--- config.mk ---
export PLATFORM = sky130hd
export DESIGN_NAME = reset_cause_and_watchdog_config
export DESIGN_NICKNAME = d
export VERILOG_FILES = /design/src/hw/reset_cause_pkg.sv /design/src/hw/reset_cause_and_watchdog_config.sv
export VERILOG_INCLUDE_DIRS = /design/src /design/src/hw
export SDC_FILE = /design/constraint.sdc
export NUM_CORES = 1
export LEC_CHECK = 0
export CAP_MARGIN = 20
export CORE_UTILIZATION = 60
export CTS_CLUSTER_DIAMETER = 200
export DETAILED_ROUTE_END_ITERATION = 7
export DONT_BUFFER_PORTS = 1
export GPL_TIMING_DRIVEN = 0
export PLACE_DENSITY = 0.73
export SYNTH_ARGS = -nofsm -noshare
export SYNTH_HDL_FRONTEND = slang
export SYNTH_SLANG_ARGS = --single-unit
--- constraint.sdc ---
create_clock -name clk_i -period 6.98 [get_ports clk_i]
set_input_delay 0.698 -clock clk_i [delete_from_list [all_inputs] [get_ports clk_i]]
set_output_delay 0.698 -clock clk_i [all_outputs]
set_load 0.05 [all_outputs]
--- src/hw/reset_cause_consts.svh ---
`ifndef RESET_CAUSE_CONSTS_SVH
`define RESET_CAUSE_CONSTS_SVH

// register select codes on the register port
`define REG_ADDR_W 2
`define ADDR_CAUSE_STATUS 2'h0
`define ADDR_FORCE_RESET 2'h1
`define ADDR_OPTIONS_ONE 2'h2

// cause status bit positions, and the force register bit
`define BIT_POR 7
`define BIT_PIN 6
`define BIT_WDOG 5
`define BIT_ILLEGAL_OPCODE_CAUSE 4
`define BIT_ILLEGAL_ADDRESS_CAUSE 3
`define BIT_LOC 2
`define BIT_LVD 1
`define BIT_FORCE 0

// options one layout and reset
`define OPT_TSEL_HI 7
`define OPT_TSEL_LO 6
`define OPT_STOP 5
`define OPT_PINSEL 3
`define OPT1_RST 8'hC0
`define OPT1_WMASK 8'hE8

// watchdog clear sequence
`define KICK_ARM 8'h55
`define KICK_FIRE 8'hAA

// watchdog counts
`define WD_CNT_W 19
`define LPO_OVF1 19'h00020
`define LPO_OVF2 19'h00100
`define LPO_OVF3 19'h00400
`define BUS_OVF1 19'h02000
`define BUS_OVF2 19'h10000
`define BUS_OVF3 19'h40000
`define BUS_WIN1 19'h01800
`define BUS_WIN2 19'h0C000
`define BUS_WIN3 19'h30000

// internal reset pulse length in clk cycles
`define HOLD_W 6
`define HOLD_CYC 6'h20

`endif

--- src/hw/reset_cause_pkg.sv ---
package reset_cause_pkg;

  typedef struct packed {
    logic wr;
    logic [1:0] addr;
    logic [7:0] wdata;
  } reg_req_t;

  typedef struct packed {
    logic por;
    logic pin;
    logic wdog;
    logic illegal_opcode_cause;
    logic illegal_address_cause;
    logic clock_loss_cause;
    logic low_voltage_cause;
  } cause_t;

  typedef struct packed {
    logic [1:0] tsel;
    logic stop_permit;
    logic rsv4;
    logic pin_sel;
    logic [2:0] rsv;
  } opts_t;

  typedef enum logic {ST_RUN, ST_HOLD} rst_state_t;

endpackage

--- src/hw/reset_cause_and_watchdog_config.sv ---
`timescale 1ns/1ps
`include "reset_cause_consts.svh"


module reset_cause_and_watchdog_config #(
  parameter logic [18:0] BUS_OVF1 = `BUS_OVF1,
  parameter logic [18:0] BUS_OVF2 = `BUS_OVF2,
  parameter logic [18:0] BUS_OVF3 = `BUS_OVF3,
  parameter logic [18:0] BUS_WIN1 = `BUS_WIN1,
  parameter logic [18:0] BUS_WIN2 = `BUS_WIN2,
  parameter logic [18:0] BUS_WIN3 = `BUS_WIN3
) (
  // clock, reset, enable
  input wire logic clk_i,
  input wire logic sys_rst_i,
  input wire logic ce_i,
  // register port, user program and debug host
  input wire reset_cause_pkg::reg_req_t user_req_i,
  input wire reset_cause_pkg::reg_req_t dbg_req_i,
  input wire logic [1:0] rd_addr_i,
  output logic [7:0] rd_data_o,
  // pins and analog sources, asynchronous
  input wire logic ext_reset_n_i,
  input wire logic low_voltage_i,
  input wire logic lpo_clk_i,
  // cpu and clock events, same clock
  input wire logic illegal_opcode_i,
  input wire logic illegal_address_i,
  input wire logic clock_loss_i,
  input wire logic stop_exec_i,
  input wire logic background_halt_instruction_i,
  // configuration held elsewhere
  input wire logic background_mode_enable_i,
  input wire logic low_voltage_reset_enable_i,
  input wire logic watchdog_clock_select_i,
  input wire logic watchdog_window_mode_i,
  // results
  output logic mcu_reset_o,
  output logic stop_grant_o,
  output logic halt_grant_o,
  output logic two_wire_pin_select_o,
  output logic watchdog_enable_o
);

  // ----------------------------------------------------------------
  // helpers
  // ----------------------------------------------------------------
  function automatic logic [18:0] wd_limit(input logic bus_src, input logic [1:0] tsel);
    logic [18:0] v;
    v = 19'h00000;
    case (tsel)
      2'h1: v = bus_src ? BUS_OVF1 : `LPO_OVF1;
      2'h2: v = bus_src ? BUS_OVF2 : `LPO_OVF2;
      2'h3: v = bus_src ? BUS_OVF3 : `LPO_OVF3;
      default: v = 19'h00000;
    endcase
    return v;
  endfunction

  function automatic logic [18:0] wd_window(input logic [1:0] tsel);
    logic [18:0] v;
    v = 19'h00000;
    case (tsel)
      2'h1: v = BUS_WIN1;
      2'h2: v = BUS_WIN2;
      2'h3: v = BUS_WIN3;
      default: v = 19'h00000;
    endcase
    return v;
  endfunction

  // ----------------------------------------------------------------
  // input synchronisers
  // ----------------------------------------------------------------
  logic pin_s1_r;
  logic pin_s2_r;
  logic lv_s1_r;
  logic lv_s2_r;
  logic lpo_s1_r;
  logic lpo_s2_r;
  logic lpo_s3_r;

  always_ff @(posedge clk_i or posedge sys_rst_i) begin
    if (sys_rst_i) begin
      pin_s1_r <= 1'b1;
      pin_s2_r <= 1'b1;
      lv_s1_r <= 1'b0;
      lv_s2_r <= 1'b0;
      lpo_s1_r <= 1'b0;
      lpo_s2_r <= 1'b0;
      lpo_s3_r <= 1'b0;
    end else if (ce_i) begin
      pin_s1_r <= ext_reset_n_i;
      pin_s2_r <= pin_s1_r;
      lv_s1_r <= low_voltage_i;
      lv_s2_r <= lv_s1_r;
      lpo_s1_r <= lpo_clk_i;
      lpo_s2_r <= lpo_s1_r;
      lpo_s3_r <= lpo_s2_r;
    end
  end

  // ----------------------------------------------------------------
  // state declarations
  // ----------------------------------------------------------------
  reset_cause_pkg::rst_state_t state_r;
  reset_cause_pkg::cause_t cause_r;
  reset_cause_pkg::cause_t cause_nxt;
  reset_cause_pkg::opts_t opts_r;
  logic opts_locked_r;
  logic [`HOLD_W-1:0] hold_cnt_r;
  logic [18:0] wd_cnt_r;
  logic armed_r;

  logic running;
  logic wd_on;
  logic wd_tick;
  logic [18:0] limit;
  logic [18:0] window;
  logic status_wr;
  logic early;
  logic kick_ok;
  logic kick_bad;
  logic wd_ovf;
  logic wd_evt;
  logic pin_evt;
  logic illegal_opcode_cause_evt;
  logic lvd_evt;
  logic force_evt;
  logic any_evt;
  logic hold_keep;

  // ----------------------------------------------------------------
  // watchdog decode
  // ----------------------------------------------------------------
  assign running = (state_r == reset_cause_pkg::ST_RUN);
  assign wd_on = (opts_r.tsel != 2'h0);
  assign limit = wd_limit(watchdog_clock_select_i, opts_r.tsel);
  assign window = wd_window(opts_r.tsel);
  // bus source counts every enabled clock; low-power source counts its rising edges
  assign wd_tick = watchdog_clock_select_i | (lpo_s2_r & ~lpo_s3_r);
  assign wd_ovf = wd_on & wd_tick & (wd_cnt_r == limit - 19'h00001);

  assign status_wr = user_req_i.wr & (user_req_i.addr == `ADDR_CAUSE_STATUS);
  // window applies to the bus source only; low-power has no window
  assign early = watchdog_window_mode_i & watchdog_clock_select_i
    & (wd_cnt_r < window);
  assign kick_ok = status_wr & armed_r & (user_req_i.wdata == `KICK_FIRE) & ~early;
  assign kick_bad = wd_on & status_wr & (early
    | ((user_req_i.wdata != `KICK_ARM) & (user_req_i.wdata != `KICK_FIRE)));
  assign wd_evt = wd_ovf | kick_bad;

  // ----------------------------------------------------------------
  // reset sources
  // ----------------------------------------------------------------
  assign pin_evt = ~pin_s2_r;
  assign illegal_opcode_cause_evt = illegal_opcode_i
    | (stop_exec_i & ~opts_r.stop_permit)
    | (background_halt_instruction_i & ~background_mode_enable_i);
  assign lvd_evt = lv_s2_r & low_voltage_reset_enable_i;
  // user writes to the force register never reach here
  assign force_evt = dbg_req_i.wr & (dbg_req_i.addr == `ADDR_FORCE_RESET)
    & dbg_req_i.wdata[`BIT_FORCE];
  assign any_evt = pin_evt | wd_evt | illegal_opcode_cause_evt | illegal_address_i
    | clock_loss_i | lvd_evt | force_evt;
  // stretch the internal reset while a level source is still asserted
  assign hold_keep = pin_evt | lvd_evt;

  always_comb begin
    cause_nxt.por = 1'b0;
    cause_nxt.pin = pin_evt;
    cause_nxt.wdog = wd_evt;
    cause_nxt.illegal_opcode_cause = illegal_opcode_cause_evt;
    cause_nxt.illegal_address_cause = illegal_address_i;
    cause_nxt.clock_loss_cause = clock_loss_i;
    cause_nxt.low_voltage_cause = lvd_evt;
    if (force_evt) begin
      cause_nxt = '0;
    end
  end

  // ----------------------------------------------------------------
  // reset sequencer
  // ----------------------------------------------------------------
  always_ff @(posedge clk_i or posedge sys_rst_i) begin
    if (sys_rst_i) begin
      state_r <= reset_cause_pkg::ST_HOLD;
      hold_cnt_r <= '0;
      mcu_reset_o <= 1'b1;
    end else if (ce_i) begin
      case (state_r)
        reset_cause_pkg::ST_RUN: begin
          if (any_evt) begin
            state_r <= reset_cause_pkg::ST_HOLD;
            hold_cnt_r <= '0;
            mcu_reset_o <= 1'b1;
          end
        end
        reset_cause_pkg::ST_HOLD: begin
          if (hold_cnt_r != `HOLD_CYC - `HOLD_W'(1)) begin
            hold_cnt_r <= hold_cnt_r + `HOLD_W'(1);
          end else if (!hold_keep) begin
            state_r <= reset_cause_pkg::ST_RUN;
            mcu_reset_o <= 1'b0;
          end
        end
        default: begin
          state_r <= reset_cause_pkg::ST_HOLD;
          hold_cnt_r <= '0;
          mcu_reset_o <= 1'b1;
        end
      endcase
    end
  end

  // ----------------------------------------------------------------
  // cause flags
  // ----------------------------------------------------------------
  // captured once at reset entry, then frozen until the next entry
  always_ff @(posedge clk_i or posedge sys_rst_i) begin
    if (sys_rst_i) begin
      cause_r <= '0;
      cause_r.por <= 1'b1;
      cause_r.low_voltage_cause <= 1'b1;
    end else if (ce_i) begin
      if (running && any_evt) begin
        cause_r <= cause_nxt;
      end
    end
  end

  // ----------------------------------------------------------------
  // options one, write once
  // ----------------------------------------------------------------
  always_ff @(posedge clk_i or posedge sys_rst_i) begin
    if (sys_rst_i) begin
      opts_r <= `OPT1_RST;
      opts_locked_r <= 1'b0;
    end else if (ce_i) begin
      if (!running) begin
        opts_r <= `OPT1_RST;
        opts_locked_r <= 1'b0;
      end else if (user_req_i.wr && user_req_i.addr == `ADDR_OPTIONS_ONE
          && !opts_locked_r) begin
        opts_r <= user_req_i.wdata & `OPT1_WMASK;
        opts_locked_r <= 1'b1;
      end
    end
  end

  // ----------------------------------------------------------------
  // watchdog counter
  // ----------------------------------------------------------------
  always_ff @(posedge clk_i or posedge sys_rst_i) begin
    if (sys_rst_i) begin
      wd_cnt_r <= '0;
      armed_r <= 1'b0;
    end else if (ce_i) begin
      if (!running || kick_ok) begin
        wd_cnt_r <= '0;
        armed_r <= 1'b0;
      end else begin
        if (wd_on && wd_tick) begin
          wd_cnt_r <= wd_cnt_r + 19'h00001;
        end
        if (status_wr) begin
          armed_r <= (user_req_i.wdata == `KICK_ARM);
        end
      end
    end
  end

  // ----------------------------------------------------------------
  // stop and halt grants
  // ----------------------------------------------------------------
  // a grant is never given in the cycle a reset is being entered
  always_ff @(posedge clk_i or posedge sys_rst_i) begin
    if (sys_rst_i) begin
      stop_grant_o <= 1'b0;
      halt_grant_o <= 1'b0;
    end else if (ce_i) begin
      stop_grant_o <= running & ~any_evt & stop_exec_i;
      halt_grant_o <= running & ~any_evt & background_halt_instruction_i;
    end
  end

  // ----------------------------------------------------------------
  // read port and configuration outputs
  // ----------------------------------------------------------------
  always_ff @(posedge clk_i or posedge sys_rst_i) begin
    if (sys_rst_i) begin
      rd_data_o <= 8'h00;
      two_wire_pin_select_o <= 1'b0;
      watchdog_enable_o <= 1'b0;
    end else if (ce_i) begin
      case (rd_addr_i)
        `ADDR_CAUSE_STATUS: rd_data_o <= {cause_r, 1'b0};
        `ADDR_FORCE_RESET: rd_data_o <= 8'h00;
        `ADDR_OPTIONS_ONE: rd_data_o <= opts_r;
        default: rd_data_o <= 8'h00;
      endcase
      two_wire_pin_select_o <= opts_r.pin_sel;
      watchdog_enable_o <= running & wd_on;
    end
  end

endmodule

Yosys cells after proc, flatten, opt, wreduce, memory -nomap -nowiden
Index checks and enable logic that the tools add are counted.

word-level totals
  latch bits = 0
  output and inout port bits = 13
  RAM bits = 0
  input bits = 39
  register bits = 63
  word-level logic and storage cells = 134
  memories = 0
  ROM bits = 0

cells by class
  shifts and indexed selects = 0
  $lt $le $gt $ge = 1
  div/mod/pow operators = 0
  multiplexer cells = 26
  add/sub/neg operators = 3
  bitwise operators = 40
  reductions and logical operators = 18
  multiply operators = 0
  eq/ne operators = 16

operator list
  operator                                             count
  two-way mux 19 bit                                   3
  case mux 19 bit (3 select lines)                     1
  case mux 18 bit (3 select lines)                     1
  AND 1 bit                                            21
  adder 19 x 1 -> 19 bit, second input constant        1
  equality test 19 bit                                 1
  less-than comparator 19 bit                          1
  subtractor 19 x 1 -> 19 bit, second input constant   1
  two-way mux 6 bit                                    3
  two-way mux 17 bit                                   1
  two-way mux 8 bit                                    2
  case mux 8 bit (2 select lines)                      1
  two-way mux 14 bit                                   1
  bitwise OR 1 bit                                     12
  case mux 6 bit (2 select lines)                      1
  two-way mux 1 bit                                    10
  equality test 2 bit, second input constant           4
  equality test 8 x 7 -> 1 bit, second input constant  1
  equality test 8 bit, second input constant           1
  != test 8 x 7 -> 1 bit, second input constant        1
  != test 8 bit, second input constant                 1
  AND reduction 2 bit                                  4
  nonzero test 2 bit                                   4
  inverter 1 bit                                       7
  12 further kinds                                     20

Longest topological paths before layout
  depth in word-level cells = 16
  depth in mapped cells = 11
  gate-level depth less buffers = 9

Worst setup path before layout
No wires, ideal clock.

  path type = input to register
  start point = input port watchdog_clock_select_i
  end point = register cause_r[5] (netlist name)
  path buffers = 2
  required time = 6.841 ns
  library setup time = 0.139 ns
  path slack = 3.957 ns
  arrival = 2.884 ns
  cell stages on the path = 10
  path through = buf_2 > nor3b_1 > inv_1 > ha_1 > clkbuf_1 > or4_1 > a32oi_1 > o2111ai_1 > a21oi_2 > o22ai_1

between the ends
  word-level cells in the longest chain between the ends = 14
  elaborated cells between the ends (all ways) = 22
  those cells by class = 1 x add/sub; 1 x eq/ne; 4 x mux; 14 x bitwise; 2 x reduce/logical

ends and longest elaborated chain
  what                                                               line                                    source
  start, declared                                                    reset_cause_and_watchdog_config.sv:35   input wire logic watchdog_clock_select_i,
  two-way mux 14 bit (no source line), or another cell as far along  n/a
  case mux 19 bit (3 select lines)                                   reset_cause_and_watchdog_config.sv:51   case (tsel)
  subtractor 19 x 1 -> 19 bit                                        reset_cause_and_watchdog_config.sv:142  assign wd_ovf = wd_on & wd_tick & (wd_cnt_r == limit - 19'h00001);
  equality test 19 bit                                               reset_cause_and_watchdog_config.sv:142
  AND 1 bit                                                          reset_cause_and_watchdog_config.sv:142
  bitwise OR 1 bit *                                                 reset_cause_and_watchdog_config.sv:151  assign wd_evt = wd_ovf | kick_bad;
  bitwise OR 1 bit * (3 in series)                                   reset_cause_and_watchdog_config.sv:164  assign any_evt = pin_evt | wd_evt | illegal_opcode_cause_evt | illegal_address_i
  bitwise OR 1 bit * (3 in series)                                   reset_cause_and_watchdog_config.sv:165  | clock_loss_i | lvd_evt | force_evt;
  logical AND 1 bit *                                                reset_cause_and_watchdog_config.sv:226  if (running && any_evt) begin
  AND reduction 2 bit (no source line) *                             n/a
  end signal, assigned                                               reset_cause_and_watchdog_config.sv:227  cause_r <= cause_nxt;
  end, declared                                                      reset_cause_and_watchdog_config.sv:107  reset_cause_pkg::cause_t cause_r;

Every way passes the cells marked *; elsewhere a longest branch is shown, timed or not.
A chain may end at the register's enable or synchronous reset.

Worst setup path in the final report
  start point = register opts_r[7] (netlist name)
  end point = register cause_r[5] (netlist name)

between the ends
  word-level cells in the longest chain between the ends = 15
  elaborated cells between the ends (all ways) = 24
  those cells by class = 1 x add/sub; 1 x order compare; 4 x eq/ne; 2 x mux; 13 x bitwise; 3 x reduce/logical

ends and longest elaborated chain
  what                                                                 line                                    source
  start, declared                                                      reset_cause_and_watchdog_config.sv:109  reset_cause_pkg::opts_t opts_r;
  start signal, assigned                                               reset_cause_and_watchdog_config.sv:237  opts_r <= `OPT1_RST;
  start signal, assigned                                               reset_cause_and_watchdog_config.sv:241  opts_r <= `OPT1_RST;
  start signal, assigned                                               reset_cause_and_watchdog_config.sv:245  opts_r <= user_req_i.wdata & `OPT1_WMASK;
  branches (longest 6 deep; another with subtractor 19 x 1 -> 19 bit)  n/a
  bitwise OR 1 bit *                                                   reset_cause_and_watchdog_config.sv:151
  bitwise OR 1 bit * (3 in series)                                     reset_cause_and_watchdog_config.sv:164
  bitwise OR 1 bit * (3 in series)                                     reset_cause_and_watchdog_config.sv:165
  logical AND 1 bit *                                                  reset_cause_and_watchdog_config.sv:226
  AND reduction 2 bit (no source line) *                               n/a

Mark *: on every way between the ends.

==> run_results.csv <==
group,metric,value,unit
power_and_ir_drop,seq_power_share,50.2,%
timing,relSlewSlack,53.1,%
run,cap_violations,0,
synth,synth_edf_count,0,
synth,ys_ff_latch,58,
worst_setup_path,cp-end-kind,"register",
worst_setup_path,criticalPathCategory,"register to register",
timing,rsz0062_at_grt,"false",
worst_setup_path,max_stage_delay,0.55,ns
synth,synth_compound_area_share,15.9,%
worst_setup_path,r2r-start,"opts_r[7]",
worst_setup_path,setup.worst_path.start,"opts_r[7]",
detailed_routing,initialDrtViolationCount,297,
power_and_ir_drop,p_sw_share,30.4,%
power_and_ir_drop,clkPwrFrac,36.3,%
placement,hpwl,5460,um
timing,finalHoldViolations,0,
global_route,grt_pass1_wl,12200,um
global_route,grt.total_usage,27.0,%
placement,numPortBuffers,0,
power_and_ir_drop,switchingPower,0.266,mW
synth,syn_avg_cell_area,9.23,um^2
timing,fin_crit,3.48,ns
synth,synth_top_family_by_area,"simple AND/OR/NAND/NOR gates",
detailed_routing,drc,0,
power_and_ir_drop,p_comb_share,13.4,%
floorplanning,start_util,63.8,%
placement,globalplace.congestion,0.856,
power_and_ir_drop,p_leak,1.53,nW
clocking,cts_tree,"yes",
clocking,numClockSinks,58,
clocking,h-tree-depth,3,
floorplanning,die-width,76.6,um
timing,timing.fmax,287,MHz
synth,ys_seq_area_share,43.7,%
final_layout,fillCellCount,404,
synth,synthAdderAreaFrac,3.00,%
timing,finalClockSkew,0.0104,ns
synth,synth-simple-area-share,21.9,%
clocking,cts_resized,0,
timing,slew_violations,0,
floorplanning,ios,52,
synth,synth.net_count,409,
worst_setup_path,crit_family,"compound AO/OA/AOI/OAI gates",
worst_setup_path,path_cells,"clkbuf_1 > nand2b_1 > nand2b_1 > ha_1 > clkbuf_1 > or4_1 > a32oi_1 > o2111ai_1 > a21oi_2 > o22ai_1",
clocking,max-clock-path-buffers,2,
worst_setup_path,crit_slowest_cell,"dfstp_2",
detailed_routing,wl_per_cell,16.4,um
timing,fin_tns_setup,0,ns
synth,ys_warn_count,0,
final_layout,final_cell_mix,"50 x dfrtp_1, 32 x nand2_1, 28 x inv_1",
final_layout,nets,421,
floorplanning,rows,26,
floorplanning,die_h,76.6,um
detailed_routing,drt_pass1_iterations,4,
clocking,post-cts-setup-buffer-count,0,
power_and_ir_drop,powerDensity,239,nW/um^2
final_layout,final_common_cell,"dfrtp_1",
worst_setup_path,crit_arrival,3.68,ns
detailed_routing,viasPerCell,5.88,
synth,synth_xor_area_share,4.98,%
global_route,antenna_found_initial,0,
clocking,cts_buffers,9,
final_layout,layout-drive-gt1-share,14.0,%
final_layout,area_delta_synth_final,9.32,%
worst_setup_path,cp.required,7.18,ns
power_and_ir_drop,ir_worst_vdd,0.205,mV
timing,hold_slack,0.283,ns
worst_setup_path,cp_max_fo,10,
global_route,grt_pass1_vias,2462,
outcome,status,"complete, no violations",
worst_setup_path,startpoint_type,"register",
worst_setup_path,crit_buf_inv,2,
floorplanning,dieArea,5870,um^2
detailed_routing,postRouteAntennaNets,0,
floorplanning,core_area,5240,um^2
clocking,insertion_delay,0.34,ns
global_route,gr-total-overflow,0,
synth,netlist_area,3340,um^2
clocking,cts.root.buffer_cell,"clkbuf_8",
final_layout,diodes,0,
synth,synthMuxAreaShare,4.49,%
detailed_routing,vias,2642,
timing,fin_crit_sh,49.9,%
timing,tightest_slew,0.700,ns
global_route,grt_max_degree,36,
clocking,cts.clk_slew.worst_paths,0.08,ns
synth,synthDistinctLibCells,63,
timing,setup_violations,0,
power_and_ir_drop,p_int,0.608,mW
clocking,holdBufCountCts,0,
synth,yosys_most_used_dff,"dfrtp_1",
detailed_routing,wirelength,7380,um
synth,async_reset_ff_share,100,%
synth,syn_inst,362,
worst_hold_path,min_path_type,"input pin to asynchronous set/reset pin",
## power groups by stage
stage / Sequential (mW) / Clock (mW) / Combinational [mW]
5_1_grt: 0.443 / 0.337 / 0.135
2_1_floorplan: 0.438 / 0 / 0.0959
3_3_place_gp: 0.444 / 0 / 0.113
6_report: 0.439 / 0.318 / 0.118
3_5_place_dp: 0.445 / 0 / 0.118
4_1_cts: 0.439 / 0.319 / 0.119
## worst register-to-register path, stage by stage, from the launching register on
cell and delay (ns):
dfstp_2 0.55, clkbuf_1 0.33, nand2b_1 0.17, nand2b_1 0.19
ha_1 0.18, clkbuf_1 0.19, or4_1 0.55, a32oi_1 0.32
o2111ai_1 0.25, a21oi_2 0.46, o22ai_1 0.16
## layer usage
metal,track usage (%),wire [um]
met1,39.7,3580
met2,39.6,3260
met3,5.15,446
met4,9.81,97
met5,0,0
## kinds of logic after synthesis
| family | count (synthesis) |
|---|---|
| fa+ha+maj | 8 |
| compound gates | 76 |
| buf+inv | 50 |
| mux | 14 |
| flops | 58 |
| simple gates | 136 |
| other cells | 1 |
| xor+xnor | 19 |
## worst paths after layout
kind,end,slack [ns],depth (start not counted)
max,cause_r[5],3.50,10
min,wd_cnt_r[18],0.28,1
max reg2reg,cause_r[5],3.50,10
min reg2reg,cause_r[0],0.49,2
max in group asynchronous,state_r,6.06,2
min in group clk_i,cause_r[0],0.47,2
## stage by stage
step | power [mW] | cell area (um^2) | utilization, % | setup slack, ns | std cells
floorplan | 0.534 | 3340 | - | 3.96 | 362
global placement | 0.556 | 3430 | 65.5 | 3.51 | 432
detailed placement | 0.563 | 3450 | 65.9 | 3.46 | 433
CTS | 0.876 | 3650 | 69.8 | 3.53 | 449
global route | 0.916 | 3650 | 69.8 | 3.24 | 449
finish | 0.874 | 3650 | 69.8 | 3.50 | 449
## cells in the mapped netlist (5+ instances only)
cell type,n,area (um^2)
nor4bb_1,5,50.1
dfrtp_1,50,1250
clkbuf_1,8,30.0
o22ai_1,9,56.3
nand3_1,19,95.1
and2_1,6,37.5
o21ai_1,10,50.1
inv_1,29,109
nand2_1,32,120
and3_1,8,50.1
a21oi_1,7,35.0
nor2_1,25,93.8
dfstp_2,8,210
mux2_2,8,90.1
ha_1,8,100
nor2b_1,5,31.3
o21ai_0,14,70.1
xor2_1,11,96.3
xnor2_1,8,70.1
nor4_1,6,37.5
a21oi_2,5,43.8
mux2i_1,6,60.1
## sequential cells by signal, indices dropped and copies added (netlist names), 4 cells and up
signal,cells
wd_cnt_r,19
opts_r,4
rd_data_o,7
hold_cnt_r,6
cause_r,7
## final cells by class
class / count / area, um^2 / area share (%)
multi-input combinational: 254 / 1680 / 46.1
sequential: 58 / 1460 / 40.0
clock buffer: 10 / 138 / 3.77
inverter: 33 / 124 / 3.39
tap: 70 / 87.6 / 2.40
buffer: 17 / 72.6 / 1.99
clock inverter: 6 / 66.3 / 1.82
timing repair buffer: 1 / 20.0 / 0.548
No activity file was read; power rests on OpenSTA's default activity.
